File: src/dbgmb_pkg.sv
// Purpose: constants for the debug mailbox block
// Assumes: single core clock, serial debug link sampled by that clock
// Notes: scan chain select and register addresses of the serial side
package dbgmb_pkg;
  localparam int unsigned DBGMB_W = 32;
  // version code is arbitrary
  localparam logic [3:0] DBGMB_VERSION = 4'hA;
  localparam int unsigned DBGMB_VER_MSB = 31;
  localparam int unsigned DBGMB_VER_LSB = 28;
  localparam int unsigned DBGMB_TXF_BIT = 1;
  localparam int unsigned DBGMB_RXF_BIT = 0;
  // coprocessor decode
  localparam logic [3:0] DBGMB_CP_NUM = 4'hE;
  localparam logic [2:0] DBGMB_CP_OPC = 3'h0;
  localparam logic [3:0] DBGMB_CRN_CTRL = 4'h0;
  localparam logic [3:0] DBGMB_CRN_DATA = 4'h1;
  localparam logic [3:0] DBGMB_CRM = 4'h0;
  // serial side
  localparam logic [3:0] DBGMB_CHAIN = 4'h2;
  localparam logic [4:0] DBGMB_ADDR_CTRL = 5'h04;
  localparam logic [4:0] DBGMB_ADDR_DATA = 5'h05;
  // frame: 32 data, 5 address, 1 write flag, shifted lsb first
  localparam int unsigned DBGMB_FRAME = 38;
  localparam int unsigned DBGMB_ADDR_LSB = 32;
  localparam int unsigned DBGMB_WR_BIT = 37;
endpackage

File: src/dbgmb_top.sv
// Purpose: debug mailbox between the core and an external debugger
// Assumes: link clock, data, select and update come from the debugger pins
// Notes: the link is sampled by i_clk, so its clock must run below i_clk / 4
//
// How it works
// - state output latches the compressed state on halt entry
// - enable low ignores breakpoint and request
// - enable low holds acknowledge low
// - enable low passes interrupts unmasked
// - enable low freezes the link shift register, tdo and update decode
// - receive, transmit, control registers, 32 bits
// - debugger uses chain 2, core coprocessor
// - control top nibble is version, bits 27:2 reserved
// - control bit 1 shows transmit full
// - control bit 0 shows receive full
// - debugger control write with bit 0 low clears control bit 0
// - core data read clears receive full
// - coprocessor decode of control and data
// - core transmit write sets transmit full
// - debugger transmit read clears transmit full
// - debugger sees synchronized full flags
// - debugger receive write sets receive full
// - receive interrupt while a word waits
// - transmit interrupt while transmit empty
`timescale 1ns/1ns
module dbgmb_top
  import dbgmb_pkg::*;
(
  input wire logic i_clk,
  input wire logic i_rstn,
  input wire logic i_debug_feature_enable,
  input wire logic i_external_breakpoint_in,
  input wire logic i_debug_request_in,
  input wire logic i_core_halted,
  input wire logic i_core_compressed_state,
  input wire logic i_normal_interrupt_in,
  input wire logic i_fast_interrupt_in,
  input wire logic i_cp_valid,
  input wire logic i_cp_read,
  input wire logic [3:0] i_cp_num,
  input wire logic [2:0] i_cp_opc,
  input wire logic [3:0] i_cp_crn,
  input wire logic [3:0] i_cp_crm,
  input wire logic [dbgmb_pkg::DBGMB_W-1:0] i_cp_wdata,
  input wire logic i_link_clk,
  input wire logic i_link_tdi,
  input wire logic i_link_shift,
  input wire logic i_link_update,
  input wire logic [3:0] i_link_chain,
  output logic o_link_tdo,
  output logic [dbgmb_pkg::DBGMB_W-1:0] o_cp_rdata,
  output logic o_cp_rvalid,
  output logic o_debug_acknowledge_out,
  output logic o_debug_halt_req,
  output logic o_core_irq,
  output logic o_core_fiq,
  output logic o_mailbox_rx_full_irq,
  output logic o_mailbox_tx_empty_irq,
  output logic o_state_compressed
);
  import dbgmb_pkg::*;

  logic [DBGMB_W-1:0] rx_data;
  logic [DBGMB_W-1:0] tx_data;
  logic rx_full;
  logic tx_full;
  logic en_s1, en_s2;
  logic [3:0] lk_s1, lk_s2;
  logic [3:0] chain_s1, chain_s2;
  logic [1:0] req_s1, req_s2;
  logic lclk_d;
  logic [1:0] flag_s1, flag_s2;
  logic [DBGMB_FRAME-1:0] sreg;
  logic halted_d;

  // the pins all come from outside the clock domain: two flops each
  always_ff @(posedge i_clk or negedge i_rstn) begin
    if (!i_rstn) begin
      en_s1 <= 1'b0;
      en_s2 <= 1'b0;
      lk_s1 <= 4'h0;
      lk_s2 <= 4'h0;
      chain_s1 <= 4'h0;
      chain_s2 <= 4'h0;
      req_s1 <= 2'h0;
      req_s2 <= 2'h0;
    end else begin
      en_s1 <= i_debug_feature_enable;
      en_s2 <= en_s1;
      lk_s1 <= {i_link_update, i_link_shift, i_link_tdi, i_link_clk};
      lk_s2 <= lk_s1;
      // the chain number is compared only after both flops, never on the raw pins
      chain_s1 <= i_link_chain;
      chain_s2 <= chain_s1;
      req_s1 <= {i_external_breakpoint_in, i_debug_request_in};
      req_s2 <= req_s1;
    end
  end

  // synced link pins; the chain select is decoded from the synced chain number
  wire chain_sel = (chain_s2 == DBGMB_CHAIN);
  wire lclk_rise = lk_s2[0] & ~lclk_d;
  wire lk_tdi = lk_s2[1];
  wire lk_shift = lk_s2[2];
  wire lk_update = lk_s2[3];
  logic upd_d;
  wire upd_pulse = lk_update & ~upd_d & chain_sel & en_s2;
  wire [4:0] s_addr = sreg[DBGMB_ADDR_LSB +: 5];
  wire s_wr = sreg[DBGMB_WR_BIT];
  wire dbg_wr_rx = upd_pulse & s_wr & (s_addr == DBGMB_ADDR_DATA);
  wire dbg_wr_ctrl = upd_pulse & s_wr & (s_addr == DBGMB_ADDR_CTRL);
  wire dbg_rd_tx = upd_pulse & ~s_wr & (s_addr == DBGMB_ADDR_DATA);

  wire cp_hit = i_cp_valid & (i_cp_num == DBGMB_CP_NUM) & (i_cp_opc == DBGMB_CP_OPC)
    & (i_cp_crm == DBGMB_CRM);
  wire cp_rd_ctrl = cp_hit & i_cp_read & (i_cp_crn == DBGMB_CRN_CTRL);
  wire cp_rd_data = cp_hit & i_cp_read & (i_cp_crn == DBGMB_CRN_DATA);
  wire cp_wr_data = cp_hit & ~i_cp_read & (i_cp_crn == DBGMB_CRN_DATA);

  // control word: version, zero reserved bits, full flags
  wire [DBGMB_W-1:0] ctrl_word = {DBGMB_VERSION, 26'h0, tx_full, rx_full};

  // flags synchronized towards the debugger view
  always_ff @(posedge i_clk or negedge i_rstn) begin
    if (!i_rstn) begin
      flag_s1 <= 2'h0;
      flag_s2 <= 2'h0;
    end else begin
      flag_s1 <= {tx_full, rx_full};
      flag_s2 <= flag_s1;
    end
  end

  // link edge detect and capture/shift register
  always_ff @(posedge i_clk or negedge i_rstn) begin
    if (!i_rstn) begin
      lclk_d <= 1'b0;
      upd_d <= 1'b0;
      sreg <= '0;
      o_link_tdo <= 1'b0;
    end else begin
      lclk_d <= lk_s2[0];
      upd_d <= lk_update;
      if (lclk_rise && chain_sel && en_s2) begin
        if (lk_shift) begin
          o_link_tdo <= sreg[0];
          sreg <= {lk_tdi, sreg[DBGMB_FRAME-1:1]};
        end else begin
          // capture: data picks tx word, control picks synced flags
          if (s_addr == DBGMB_ADDR_CTRL) begin
            sreg[DBGMB_W-1:0] <= {DBGMB_VERSION, 26'h0, flag_s2};
          end else begin
            sreg[DBGMB_W-1:0] <= tx_data;
          end
        end
      end
    end
  end

  // receive register and its full flag; a set beats a clear in the same cycle
  always_ff @(posedge i_clk or negedge i_rstn) begin
    if (!i_rstn) begin
      rx_data <= '0;
      rx_full <= 1'b0;
    end else begin
      if (dbg_wr_rx) begin
        rx_data <= sreg[DBGMB_W-1:0];
        rx_full <= 1'b1;
      end else if (cp_rd_data || (dbg_wr_ctrl && !sreg[DBGMB_RXF_BIT])) begin
        rx_full <= 1'b0;
      end
    end
  end

  // transmit register and its full flag
  always_ff @(posedge i_clk or negedge i_rstn) begin
    if (!i_rstn) begin
      tx_data <= '0;
      tx_full <= 1'b0;
    end else begin
      if (cp_wr_data) begin
        tx_data <= i_cp_wdata;
        tx_full <= 1'b1;
      end else if (dbg_rd_tx) begin
        tx_full <= 1'b0;
      end
    end
  end

  // coprocessor read answer, one cycle after the request
  always_ff @(posedge i_clk or negedge i_rstn) begin
    if (!i_rstn) begin
      o_cp_rdata <= '0;
      o_cp_rvalid <= 1'b0;
    end else begin
      o_cp_rvalid <= cp_rd_ctrl | cp_rd_data;
      if (cp_rd_ctrl) begin
        o_cp_rdata <= ctrl_word;
      end else if (cp_rd_data) begin
        o_cp_rdata <= rx_data;
      end
    end
  end

  // debug control: requests gated by enable, state bit latched on halt entry
  always_ff @(posedge i_clk or negedge i_rstn) begin
    if (!i_rstn) begin
      halted_d <= 1'b0;
      o_state_compressed <= 1'b0;
      o_debug_halt_req <= 1'b0;
      o_debug_acknowledge_out <= 1'b0;
    end else begin
      halted_d <= i_core_halted;
      o_debug_halt_req <= en_s2 & (req_s2[0] | req_s2[1]);
      o_debug_acknowledge_out <= en_s2 & i_core_halted;
      if (i_core_halted && !halted_d) begin
        o_state_compressed <= i_core_compressed_state;
      end
    end
  end

  // interrupts: irq and fiq masked only while debug is enabled and the core is halted; mailbox interrupts never masked
  always_ff @(posedge i_clk or negedge i_rstn) begin
    if (!i_rstn) begin
      o_core_irq <= 1'b0;
      o_core_fiq <= 1'b0;
      o_mailbox_rx_full_irq <= 1'b0;
      o_mailbox_tx_empty_irq <= 1'b0;
    end else begin
      o_core_irq <= i_normal_interrupt_in & ~(en_s2 & i_core_halted);
      o_core_fiq <= i_fast_interrupt_in & ~(en_s2 & i_core_halted);
      o_mailbox_rx_full_irq <= rx_full;
      o_mailbox_tx_empty_irq <= ~tx_full;
    end
  end

  AST_ACK_OFF: assert property (@(posedge i_clk) disable iff (!i_rstn)
    !en_s2 |=> !o_debug_acknowledge_out) else $error("ack high while disabled");
  AST_REQ_OFF: assert property (@(posedge i_clk) disable iff (!i_rstn)
    !en_s2 |=> !o_debug_halt_req) else $error("request passed while disabled");
  AST_IRQ_PASS: assert property (@(posedge i_clk) disable iff (!i_rstn)
    !en_s2 |=> o_core_irq == $past(i_normal_interrupt_in)) else $error("irq masked while disabled");
  AST_TX_SET: assert property (@(posedge i_clk) disable iff (!i_rstn)
    cp_wr_data |=> tx_full ##1 !o_mailbox_tx_empty_irq) else $error("tx full not set");
  AST_TX_CLR: assert property (@(posedge i_clk) disable iff (!i_rstn)
    dbg_rd_tx && !cp_wr_data |=> !tx_full) else $error("tx full not cleared");
  AST_RX_SET: assert property (@(posedge i_clk) disable iff (!i_rstn)
    dbg_wr_rx |=> rx_full ##1 o_mailbox_rx_full_irq) else $error("rx full not set");
  AST_RX_CLR: assert property (@(posedge i_clk) disable iff (!i_rstn)
    cp_rd_data && !dbg_wr_rx |=> !rx_full) else $error("rx full not cleared");
  AST_CTRL_RD: assert property (@(posedge i_clk) disable iff (!i_rstn)
    cp_rd_ctrl |=> o_cp_rvalid && o_cp_rdata[31:28] == DBGMB_VERSION && o_cp_rdata[27:2] == 26'h0
      && o_cp_rdata[1:0] == $past({tx_full, rx_full})) else $error("bad control read");
  AST_SYNC: assert property (@(posedge i_clk) disable iff (!i_rstn)
    flag_s2 == $past({tx_full, rx_full}, 2)) else $error("flag sync delay wrong");
  AST_STATE: assert property (@(posedge i_clk) disable iff (!i_rstn)
    i_core_halted && !halted_d |=> o_state_compressed == $past(i_core_compressed_state))
    else $error("state bit not captured");

  // enable gating: what must happen once debug is on, and fiq passing while it is off
  AST_ACK_ON: assert property (@(posedge i_clk) disable iff (!i_rstn)
    en_s2 && i_core_halted |=> o_debug_acknowledge_out) else $error("ack missing while halted");
  AST_HALT_ON: assert property (@(posedge i_clk) disable iff (!i_rstn)
    en_s2 && (req_s2 != 2'h0) |=> o_debug_halt_req) else $error("request not passed");
  AST_IRQ_MASK: assert property (@(posedge i_clk) disable iff (!i_rstn)
    en_s2 && i_core_halted |=> !o_core_irq && !o_core_fiq) else $error("irq not masked in debug");
  AST_FIQ_PASS: assert property (@(posedge i_clk) disable iff (!i_rstn)
    !en_s2 |=> o_core_fiq == $past(i_fast_interrupt_in)) else $error("fiq masked while disabled");

  // low power: the link shift register and tdo must not move while debug is off
  AST_LOWPWR: assert property (@(posedge i_clk) disable iff (!i_rstn)
    !en_s2 |=> $stable(sreg) && $stable(o_link_tdo)) else $error("link moved while disabled");

  // serial frame shifting and the data handed out on tdo
  AST_SHIFT: assert property (@(posedge i_clk) disable iff (!i_rstn)
    lclk_rise && chain_sel && en_s2 && lk_shift |=> sreg[DBGMB_FRAME-1] == $past(lk_tdi))
    else $error("shift did not take tdi");
  AST_TDO: assert property (@(posedge i_clk) disable iff (!i_rstn)
    lclk_rise && chain_sel && en_s2 && lk_shift |=> o_link_tdo == $past(sreg[0]))
    else $error("tdo not lsb first");

  // mailbox words and flags
  AST_RX_LOAD: assert property (@(posedge i_clk) disable iff (!i_rstn)
    dbg_wr_rx |=> rx_data == $past(sreg[DBGMB_W-1:0])) else $error("rx word not loaded");
  AST_TX_LOAD: assert property (@(posedge i_clk) disable iff (!i_rstn)
    cp_wr_data |=> tx_data == $past(i_cp_wdata)) else $error("tx word not loaded");
  AST_DBG_CLR: assert property (@(posedge i_clk) disable iff (!i_rstn)
    dbg_wr_ctrl && !sreg[DBGMB_RXF_BIT] && !dbg_wr_rx |=> !rx_full) else $error("debugger clear lost");
  AST_DATA_RD: assert property (@(posedge i_clk) disable iff (!i_rstn)
    cp_rd_data |=> o_cp_rvalid && o_cp_rdata == $past(rx_data)) else $error("bad data read");
  AST_RVALID: assert property (@(posedge i_clk) disable iff (!i_rstn)
    !(cp_rd_ctrl || cp_rd_data) |=> !o_cp_rvalid) else $error("stray read answer");

  // interrupt outputs follow the flags one cycle later
  AST_RX_IRQ: assert property (@(posedge i_clk) disable iff (!i_rstn)
    1'b1 |=> o_mailbox_rx_full_irq == $past(rx_full)) else $error("rx irq wrong");
  AST_TX_IRQ: assert property (@(posedge i_clk) disable iff (!i_rstn)
    1'b1 |=> o_mailbox_tx_empty_irq == !$past(tx_full)) else $error("tx irq wrong");
endmodule

File: config.mk
export PLATFORM = sky130hd
export DESIGN_NAME = dbgmb_top
export DESIGN_NICKNAME = d
export VERILOG_FILES = /design/src/dbgmb_pkg.sv /design/src/dbgmb_top.sv
export SDC_FILE = /design/constraint.sdc
export NUM_CORES = 1
export LEC_CHECK = 0
export BUFFER_PORTS_ARGS = -buffer_cell sky130_fd_sc_hd__buf_2
export CORE_AREA = 2 2 109 216
export CTS_CLUSTER_SIZE = 14
export DETAILED_ROUTE_END_ITERATION = 8
export DIE_AREA = 0 0 111 218
export RECOVER_POWER = 50
export SETUP_SLACK_MARGIN = 0.05
export SLEW_MARGIN = 20
export SYNTH_ARGS = -nofsm -noshare
export SYNTH_HDL_FRONTEND = slang
export SYNTH_SLANG_ARGS = --single-unit
export TNS_END_PERCENT = 5
File: constraint.sdc
create_clock -name i_clk -period 2.35 [get_ports i_clk]
set_input_delay 0.47 -clock i_clk [delete_from_list [all_inputs] [get_ports i_clk]]
set_output_delay 0.47 -clock i_clk [all_outputs]
set_load 0.1 [all_outputs]
### Word-level counts from Yosys, hierarchy flattened

Index checks and enable logic that the tools add are counted.

* register bits: 174
* latch bits: 0
* memory bits (writable): 0
* memory bits (read-only): 0
* bits of input ports: 66
* output and inout bits: 41
* memories kept: 0

* add/sub/neg operators: 0
* multipliers: 0
* div/mod/pow operators: 0
* order comparisons: 0
* eq/ne operators: 5
* shift-type cells: 0
* mux-type cells: 8
* bitwise operators: 29
* reduce and logical (&&, ||, !) cells: 14

Operators by type and width (count)
* 32-bit 2-to-1 mux: 4
* 1-bit AND: 21
* 5-bit by 3-bit equality test with 1-bit output (second input constant): 2
* 4-bit zero test: 2
* 1-bit inverter: 6
* 2-bit nonzero test: 3
* 4-bit by 1-bit equality test with 1-bit output (second input constant): 1
* 4-bit by 2-bit equality test with 1-bit output (second input constant): 1
* 4-bit equality test (second input constant): 1
* 1-bit logical AND: 4
* 1-bit 2-to-1 mux: 4
* 3-bit zero test: 1
* 1-bit zero test: 2
* 1-bit bitwise OR: 2
* 2-bit AND reduction: 1
* 1-bit logical OR: 1

### Longest topological paths before layout

Gate-level depths: netlist (run 1).

* word-level depth: 10
* depth in mapped cells: 6

### Worst setup path before layout (run 1)

No wires, ideal clock.

* kind: input to register
* start: input port i_cp_opc[1]
* end: register tx_data[10]
* setup time: 125 ps
* arrival time: 2021 ps
* required time: 2225 ps
* path slack: 204 ps
* stages: 5
* path through: or4b_1 > nor4_4 > nand4b_4 > buf_6 > mux2_4

* longest elaborated chain between the ends: 5

RTL lines
* start: declaration: line dbgmb_top.sv:41 `input wire logic [2:0] i_cp_opc,`
* 3-bit zero test: line dbgmb_top.sv:114 `wire cp_hit = i_cp_valid & (i_cp_num == DBGMB_CP_NUM) & (i_cp_opc == DBGMB_CP_OPC)`
* 1-bit AND: line dbgmb_top.sv:114
* 1-bit AND: line dbgmb_top.sv:115 `& (i_cp_crm == DBGMB_CRM);`
* 1-bit AND (2 in a row): line dbgmb_top.sv:118 `wire cp_wr_data = cp_hit & ~i_cp_read & (i_cp_crn == DBGMB_CRN_DATA);`
* end signal: assignment: line dbgmb_top.sv:182 `tx_data <= i_cp_wdata;`
* end: declaration: line dbgmb_top.sv:64 `logic [DBGMB_W-1:0] tx_data;`

Every way passes these cells.
A chain may end at the register's enable or synchronous reset.

### Worst setup path after layout (run 1)

* start: register chain_s2[3]
* end: register sreg[1]

* longest elaborated chain between the ends: 3

RTL lines
* start: declaration: line dbgmb_top.sv:69 `logic [3:0] chain_s1, chain_s2;`
* start signal: assignment: line dbgmb_top.sv:94 `chain_s2 <= chain_s1;`
* 4-bit by 2-bit equality test with 1-bit output: line dbgmb_top.sv:101 `wire chain_sel = (chain_s2 == DBGMB_CHAIN);`
* 1-bit logical AND (2 in a row): line dbgmb_top.sv:144 `if (lclk_rise && chain_sel && en_s2) begin`
* end signal: assignment: line dbgmb_top.sv:147 `sreg <= {lk_tdi, sreg[DBGMB_FRAME-1:1]};`
* end signal: indexed assignment: line dbgmb_top.sv:151 `sreg[DBGMB_W-1:0] <= {DBGMB_VERSION, 26'h0, flag_s2};`
* end signal: indexed assignment: line dbgmb_top.sv:153 `sreg[DBGMB_W-1:0] <= tx_data;`
* end: declaration: line dbgmb_top.sv:73 `logic [DBGMB_FRAME-1:0] sreg;`

Every way passes these cells.

==> metrics, run 1 <==
Max transition margin 0.302; crit path max fanout 27; startpoint of the worst register-to-register path chain_s2[3]; RD Place Congestion 0.815; critical path class flop to flop; WP data required 2.65 ns; max_cap viols 0; vias in the first global route 4,237; HPWL Detailed 9.70 mm; Place WS 0.00518 ns; ys flop type dfrtp_1; Tcrit/Tclk final 0.818; DIE WIDTH 111 um; Longest Clk Path Bufs 2; crit-path cells nor4b_1 -> nand2_2 -> buf_4 -> nand2_1 -> o31ai_1; CTS tree done; Post-Syn Nets 536; die area roughly 0.024 mm^2; slew of the pin with the lowest slew margin 1.05 ns; status finished, final reports clean; total negative slack 0 ns; Post-synth EDFFs 0; CTS H-tree depth 4; clk_skew about 0.0069 ns; most common cell in the netlist dfrtp_1; drt wl/cell 15.9 um; area leader, netlist dfrtp_1; Worst setup SP type flop; starting density of the core 0.295; cell family contributing the most delay on the critical path simple AND/OR/NAND/NOR gates; Leakage about 0.0042 uW; DR vias roughly 4,000; first-pass GRT wire length 22.5 mm; CP Capture Type flop; gr ovfl total 0; die span in y 218 um; sequential share of the synthesized area 0.651; Synth Warn # 0; crit path time final 1.92 ns; Crit. Startpoint chain_s2[3]; clk sinks 173; Worst EP arrival 2.22 ns; FILL cells 2,139; fin. max-slew vios 0; Cell variety after synth 34; io pins approximately 110; Synth Cell Area 0.00665 mm^2; CORE AREA roughly 0.023 mm^2; largest stage delay on the critical path about 0.5 ns; dpl cell area 0.00759 mm^2; Power Density 741 mW/mm^2; routed vias/inst roughly 4.6; Buf+Inv Stages, Crit Path 1; Min-Delay Path Class input pin to flop; slowest CP cell nor4b_1; most frequent cells after synthesis dfrtp_1 (173), mux2_2 (47), nand2_1 (35); RSZ-0062 raised after global routing false; drt drc 0; clk_lat worst skew 0.43 ns; clock transition at the registers of the reported paths 0.07 ns; global-route usage over all layers 0.121; Iter 0 DRT Violations about 190; Fin. Hold Viols 0; Yosys reg bits 173; clk root buf clkbuf_16; Synth area leaders dfrtp_1 (65%), mux2_2 (8.0%), mux2_4 (6.8%); synthesized area per cell 14.2 um^2; largest net degree at the start of global routing 85; Synth top area share 0.651; Async S/R FF share, synth 1.00; row count 78; share of post-route cells with drive strength above 1 0.391; Final Setup Violations 0; Synth Instances 470; number of buffers added on ports 106; routed wire length between 10 and 15 mm; NumNets Final 649; initial antenna violation count 0; VDD IR max around 390 uV; HP Start i_link_chain[1]; post-route cell area 0.00818 mm^2; ANT nets after route 0; CTS buffer count 17; final setup margin 0.427 ns; area grow syn2layout 23.0%; Ant. Diodes 0; Max Freq about 0.52 GHz; Initial DRT Pass Iterations 4
## metal layers
layer | wire, um | share of wire | up-vias | track usage
met5 | 0 | 0 | - | 0
met3 | 699 | 0.050 | 23 | 0.0353
met2 | 7410 | 0.53 | 97 | 0.211
li1 | - | - | 1906 | -
met4 | 473 | 0.034 | 0 | 0.0663
met1 | 5360 | 0.38 | 1986 | 0.131
## power breakdown
group | internal (uW) | leakage, uW | switching, uW | total, uW
clock | 1630 | 0.000285 | 1150 | 2780
combinational | 74.8 | 0.00155 | 174 | 249
sequential | 3020 | 0.00233 | 17.1 | 3030
total | 4720 | 0.00416 | 1340 | 6060
## cell type report
class	instances	area, um^2	area share
multi-input combinational	263	2160	0.264
sequential	173	4330	0.529
tap	280	350	0.0428
inverter	6	22.5	0.00275
timing repair buffer	122	727	0.0889
clock inverter	12	135	0.0165
clock buffer	20	457	0.0558
## stage by stage
step	std cells	utilization	power (uW)	hold WS, ns
floorplan	470	-	3180	0.174
global placement	843	0.337	3350	0.332
detailed placement	843	0.337	3350	0.335
CTS	876	0.363	6170	0.123
global route	876	0.363	6300	0.123
finish	876	0.363	6060	0.145
## flip-flops by register name (all words and copies together) (netlist names), 4 cells and up
| register | cells |
|---|---|
| rx_data | 32 |
| lk_s2 | 4 |
| chain_s1 | 4 |
| o_cp_rdata | 32 |
| tx_data | 32 |
| chain_s2 | 4 |
| lk_s1 | 4 |
| sreg | 38 |
## cell families (layout without fill, tap and decap cells)
family | Yosys count | in the layout | share of synthesized area
compound gates | 97 | 97 | 0.0999
flops | 173 | 173 | 0.651
simple gates | 89 | 89 | 0.0773
mux | 77 | 77 | 0.147
buf+inv | 34 | 160 | 0.0248
## timing repair
item                      CTS  global route
resized for setup           0             0
hold buffers                1             0
hold endpoints to repair   37             0
buffers inserted            0             0
## worst paths after layout
check                              end  slack (ns)  cells after the start
max                            sreg[1]        0.43                      5
min                        chain_s1[1]        0.15                      1
max reg2reg                    sreg[1]        0.43                      5
min reg2reg                   lk_s2[0]        0.35                      0
max in group asynchronous      sreg[5]        0.59                      3
min in group asynchronous  o_cp_rvalid        0.77                      2
## cells in the final DEF, fill, tap and decap left out, drive strengths merged, types with 3 or more instances in the layout
cell | Yosys | routed
a31oi | 27 | 27
and2 | 28 | 28
clkinv | 0 | 4
a22o | 28 | 28
nor2b | 6 | 6
mux2 | 77 | 77
inv | 6 | 9
nand2 | 35 | 35
dfrtp | 173 | 173
buf | 10 | 119
nor2 | 5 | 5
o21ai | 29 | 29
clkinvlp | 0 | 3
nor4b | 3 | 3
clkbuf | 18 | 22
a221oi | 5 | 5
Note: power is estimated with default switching activity, not from simulation.
==> run 2: changes to the inputs <==
clock period = 1.7 ns   (was 2.35 ns; I/O delays follow)
==> metrics, run 2 (synthesized netlist as in run 1, its figures left out) <==
status complete, but fails checks; failing checks negative setup slack; clock power share 0.439; die area 0.0242 mm^2; vias in the first global route 4,300; Iter 0 DRT Violations 150; post-route cell area 0.00851 mm^2; WP data required 2.01 ns; clk_lat worst skew 0.42 ns; dpl cell area 0.00774 mm^2; Initial DRT Pass Iterations 4; gr ovfl total 0; largest net degree at the start of global routing 44; r2r endpoint rx_data[23]; CP Capture Type flop; Power Density 961 mW/mm^2; critical path class input pin to flop; CORE AREA approximately 0.023 mm^2; drt wl/cell 16.3 um; row count 78; share of post-route cells with drive strength above 1 0.420; Worst EP arrival 2.03 ns; startpoint of the worst register-to-register path upd_d; routed wire length 14.7 mm; Max Freq 0.579 GHz; Layout Utilization 0.377; Max transition margin 0.226; initial antenna violation count 0; final setup margin -0.0260 ns; Max Used Layer met4; Biggest register sreg; fin. max-slew vios 0; Ant. Diodes 0; most frequent cells in the layout dfrtp_1 (173), buf_2 (100), mux2_2 (46); M1 wire length 5.80 mm; Final Setup Violations 37; routed vias/inst 4.60; met3 WL between 400 and 500 um; Tcrit/Tclk final 1.02; max_cap viols 0; dpl cells around 860; reg-to-reg slack, setup -0.01 ns; commonest non-fill, non-tap cell in the layout dfrtp_1; global-route usage over all layers 0.127; drt drc 0; clk_skew 0.00720 ns; CTS buffer count 17; ANT nets after route 0; crit path max fanout 33; io pins 107; DR vias 4,150; RSZ-0062 raised after global routing true; Crit. Startpoint i_cp_crm[2]; max FFs per register 38; VDD IR max approximately 560 uV; slew of the pin with the lowest slew margin 1.16 ns; Place WS -0.483 ns; crit path time final 1.73 ns; clk root buf clkbuf_16; internal power 6240 uW; final cell count without fillers 902; Worst setup SP type input pin; Min-Delay Path Class input pin to flop; die span in y 218 um; HPWL Detailed 10.2 mm; CTS H-tree depth 4; capture point of the worst path tx_data[24]; share of total power in combinational logic 0.048; FF-to-FF path depth 6; number of buffers added on ports ~110; clock transition at the registers of the reported paths 0.06 ns; Longest Clk Path Bufs 2; clk sinks 173; RD Place Congestion 0.767; Met2 Routed Length around 8.1 mm; CTS tree done; NumNets Final 676; starting density of the core 0.295; switching pwr 1940 uW; Leakage 0.00433 uW; DIE WIDTH 111 um; Fin. Hold Viols 0; area grow syn2layout 27.9%; part of the power in registers 0.514; Sw Share 0.237; first-pass GRT wire length 23.6 mm
[run 2: final cells by class]
type	instances	area [um^2]
multi-input cells	263	2240
clock inverters	13	105
flip-flops and latches	173	4330
clock buffers	18	439
fillers	2133	14000
well taps	280	350
repair buffers	149	1020
inverters	6	22.5
[run 2: power by group through the flow]
stage / logic (uW) / registers [uW] / clock network, uW
floorplan: 62.8 / 4340 / 0
global placement: 382 / 4270 / 0
detailed placement: 385 / 4270 / 0
CTS: 408 / 4200 / 3700
global route: 431 / 4200 / 3890
finish: 391 / 4200 / 3590
[run 2: worst min path at each step]
stage,startpoint,endpoint,cells after the start
after floorplan,i_rstn,chain_s1[0],0
after global placement,i_rstn,sreg[18],1
after detailed placement,i_rstn,sreg[18],1
after CTS,i_core_halted,halted_d,1
after global routing,i_core_halted,halted_d,1
final,i_core_halted,halted_d,1
[run 2: worst max-delay path: stages]
cell and delay [ns]:
buf_6 0.09, or4b_4 0.54, nor4_4 0.35, nand4b_4 0.15
buf_12 0.22, mux2_4 0.32
[run 2: metrics by stage]
step           setup TNS, ns  hold slack (ns)  power (uW)
3_5_place_dp          -35.08            0.315        4660
2_1_floorplan         -20.38           0.0444        4400
5_1_grt                -4.60           0.0375        8530
3_3_place_gp          -32.88            0.319        4650
6_report              -0.315           0.0565        8180
4_1_cts               -0.736           0.0239        8310
[run 2: layer usage]
metal | vias to the layer above | track usage
met1 | 2083 | 0.138
met5 | - | 0
met4 | 0 | 0.0554
li1 | 1961 | -
met3 | 16 | 0.0320
met2 | 90 | 0.233
[run 2: repair_timing]
item	in CTS	in global routing
hold buffers	12	0
cloned	1	0
setup endpoints to repair	100	114
endpoints found under the hold margin	45	0
gates resized for setup	12	11
setup buffers	0	1
pin swaps	1	2
==> run 3: changes to the inputs <==
CORE_AREA = 2 2 129 182   (was 2 2 109 216)
DIE_AREA = 0 0 131 184   (was 0 0 111 218)
==> metrics, run 3 (synthesized netlist as in run 1, its figures left out) <==
clk_lat worst skew 0.42 ns; io pins 107; crit-path cells buf_6 -> or4b_4 -> nor4_4 -> buf_4 -> nand4b_4 -> buf_12 -> mux2_4; CORE AREA 0.0224 mm^2; status complete, but fails checks; Max Freq roughly 0.56 GHz; cell family contributing the most delay on the critical path simple AND/OR/NAND/NOR gates; total negative slack -2.30 ns; FILL cells 2,139; crit path time final about 1.8 ns; RD Place Congestion 0.794; largest stage delay on the critical path around 0.54 ns; first-pass GRT wire length around 23 mm; CTS tree done; clk root buf clkbuf_16; drt drc 0; multi-input combinational cell area 0.00224 mm^2; crit path max fanout 18; commonest non-fill, non-tap cell in the layout dfrtp_1; area grow syn2layout 27.4%; number of buffers added on ports approximately 110; clock transition at the registers of the reported paths 0.06 ns; NumNets Final 666; final setup margin -0.0952 ns; max_cap viols 0; DR vias 4,083; routed vias/inst between 4 and 5; Fin. Hold Viols 0; WP depth 7; hold path cells 1; Worst EP arrival roughly 2.1 ns; most frequent cells in the layout dfrtp_1 (173), buf_2 (102), mux2_2 (45); largest net degree at the start of global routing 69; Buf+Inv Stages, Crit Path 3; routed wire length 14.0 mm; Min-Delay Path Class input pin to flop; row count 65; hold slack 0.0226 ns; die area 0.0241 mm^2; DIE WIDTH about 130 um; share of post-route cells with drive strength above 1 0.414; CTS H-tree depth 4; starting density of the core 0.297; Max transition margin 0.572; die span in y 184 um; CTS buffer count 17; capture point of the worst path tx_data[29]; r2r endpoint rx_data[17]; ANT nets after route 0; Layout Utilization 0.379; Power Density roughly 1000 mW/mm^2; failing checks negative setup slack; initial antenna violation count 1; WP data required ~2.0 ns; Final Setup Violations 34; reg-to-reg slack, setup -0.01 ns; Initial DRT Pass Iterations 4; CP Capture Type flop; global-route usage over all layers 0.124; FF-to-FF path depth 5; critical path class input pin to flop; clk sinks around 170; Longest Clk Path Bufs 2; slew of the pin with the lowest slew margin 0.642 ns; Crit. Startpoint i_cp_opc[1]; sequential cell area 0.00433 mm^2; Iter 0 DRT Violations 167; VDD IR max between 600 and 700 uV; HPWL Detailed between 10 and 15 mm; vias in the first global route 4,392; gr ovfl total 0; RSZ-0062 raised after global routing true; Biggest register sreg; fin. max-slew vios 0; slowest CP cell or4b_4; Tcrit/Tclk final 1.06; Worst setup SP type input pin; clk_skew approximately 0.0064 ns; max FFs per register 38; Place WS -0.524 ns; startpoint of the worst register-to-register path sreg[33]; Leakage 0.00429 uW; drt wl/cell about 15 um
==> run 3: per-stage QoR <==
stage	total power [uW]	cells	cell area, um^2
after floorplan	4400	470	6660
after global placement	4620	875	7720
after detailed placement	4630	875	7720
after CTS	8680	909	8400
after global routing	8890	914	8470
final	8570	915	8470
==> run 3: worst min path at each step <==
stage          slack [ns]        endpoint       startpoint
3_5_place_dp         0.16  o_cp_rdata[19]           i_rstn
5_1_grt            0.0003     chain_s1[1]  i_link_chain[1]
6_report             0.02     chain_s1[2]  i_link_chain[2]
3_3_place_gp         0.16  o_cp_rdata[19]           i_rstn
4_1_cts             0.001     chain_s1[0]  i_link_chain[0]
2_1_floorplan        0.04     chain_s1[0]           i_rstn
==> run 3: layout make-up <==
cell class,instances,area share
inverter,6,0.00266
antenna,1,0.000295
sequential,173,0.511
timing repair buffer,139,0.105
multi-input combinational,263,0.264
clock inverter,9,0.0157
tap,301,0.0444
clock buffer,23,0.0576
==> run 3: routing by layer <==
| metal | part of all wire | routed length [um] | global-route usage |
|---|---|---|---|
| met1 | 0.40 | 5640 | 0.141 |
| met2 | 0.53 | 7390 | 0.212 |
| met3 | 0.051 | 711 | 0.0393 |
| met4 | 0.020 | 280 | 0.0506 |
| met5 | 0 | 0 | 0 |
==> run 3: where the power goes <==
| part | switching, uW | total [uW] | internal (uW) |
|---|---|---|---|
| clock network | 1540 | 4010 | 2470 |
| registers | 29.4 | 4200 | 4170 |
| logic | 238 | 354 | 116 |
==> run 3: repair_timing <==
action | in CTS | in global routing
pin swaps | 2 | 4
gates cloned | 0 | 0
hold endpoints to repair | 24 | 4
setup buffers | 0 | 1
endpoints found under the setup margin | 125 | 133
gates resized for setup | 9 | 9
hold buffers | 2 | 4
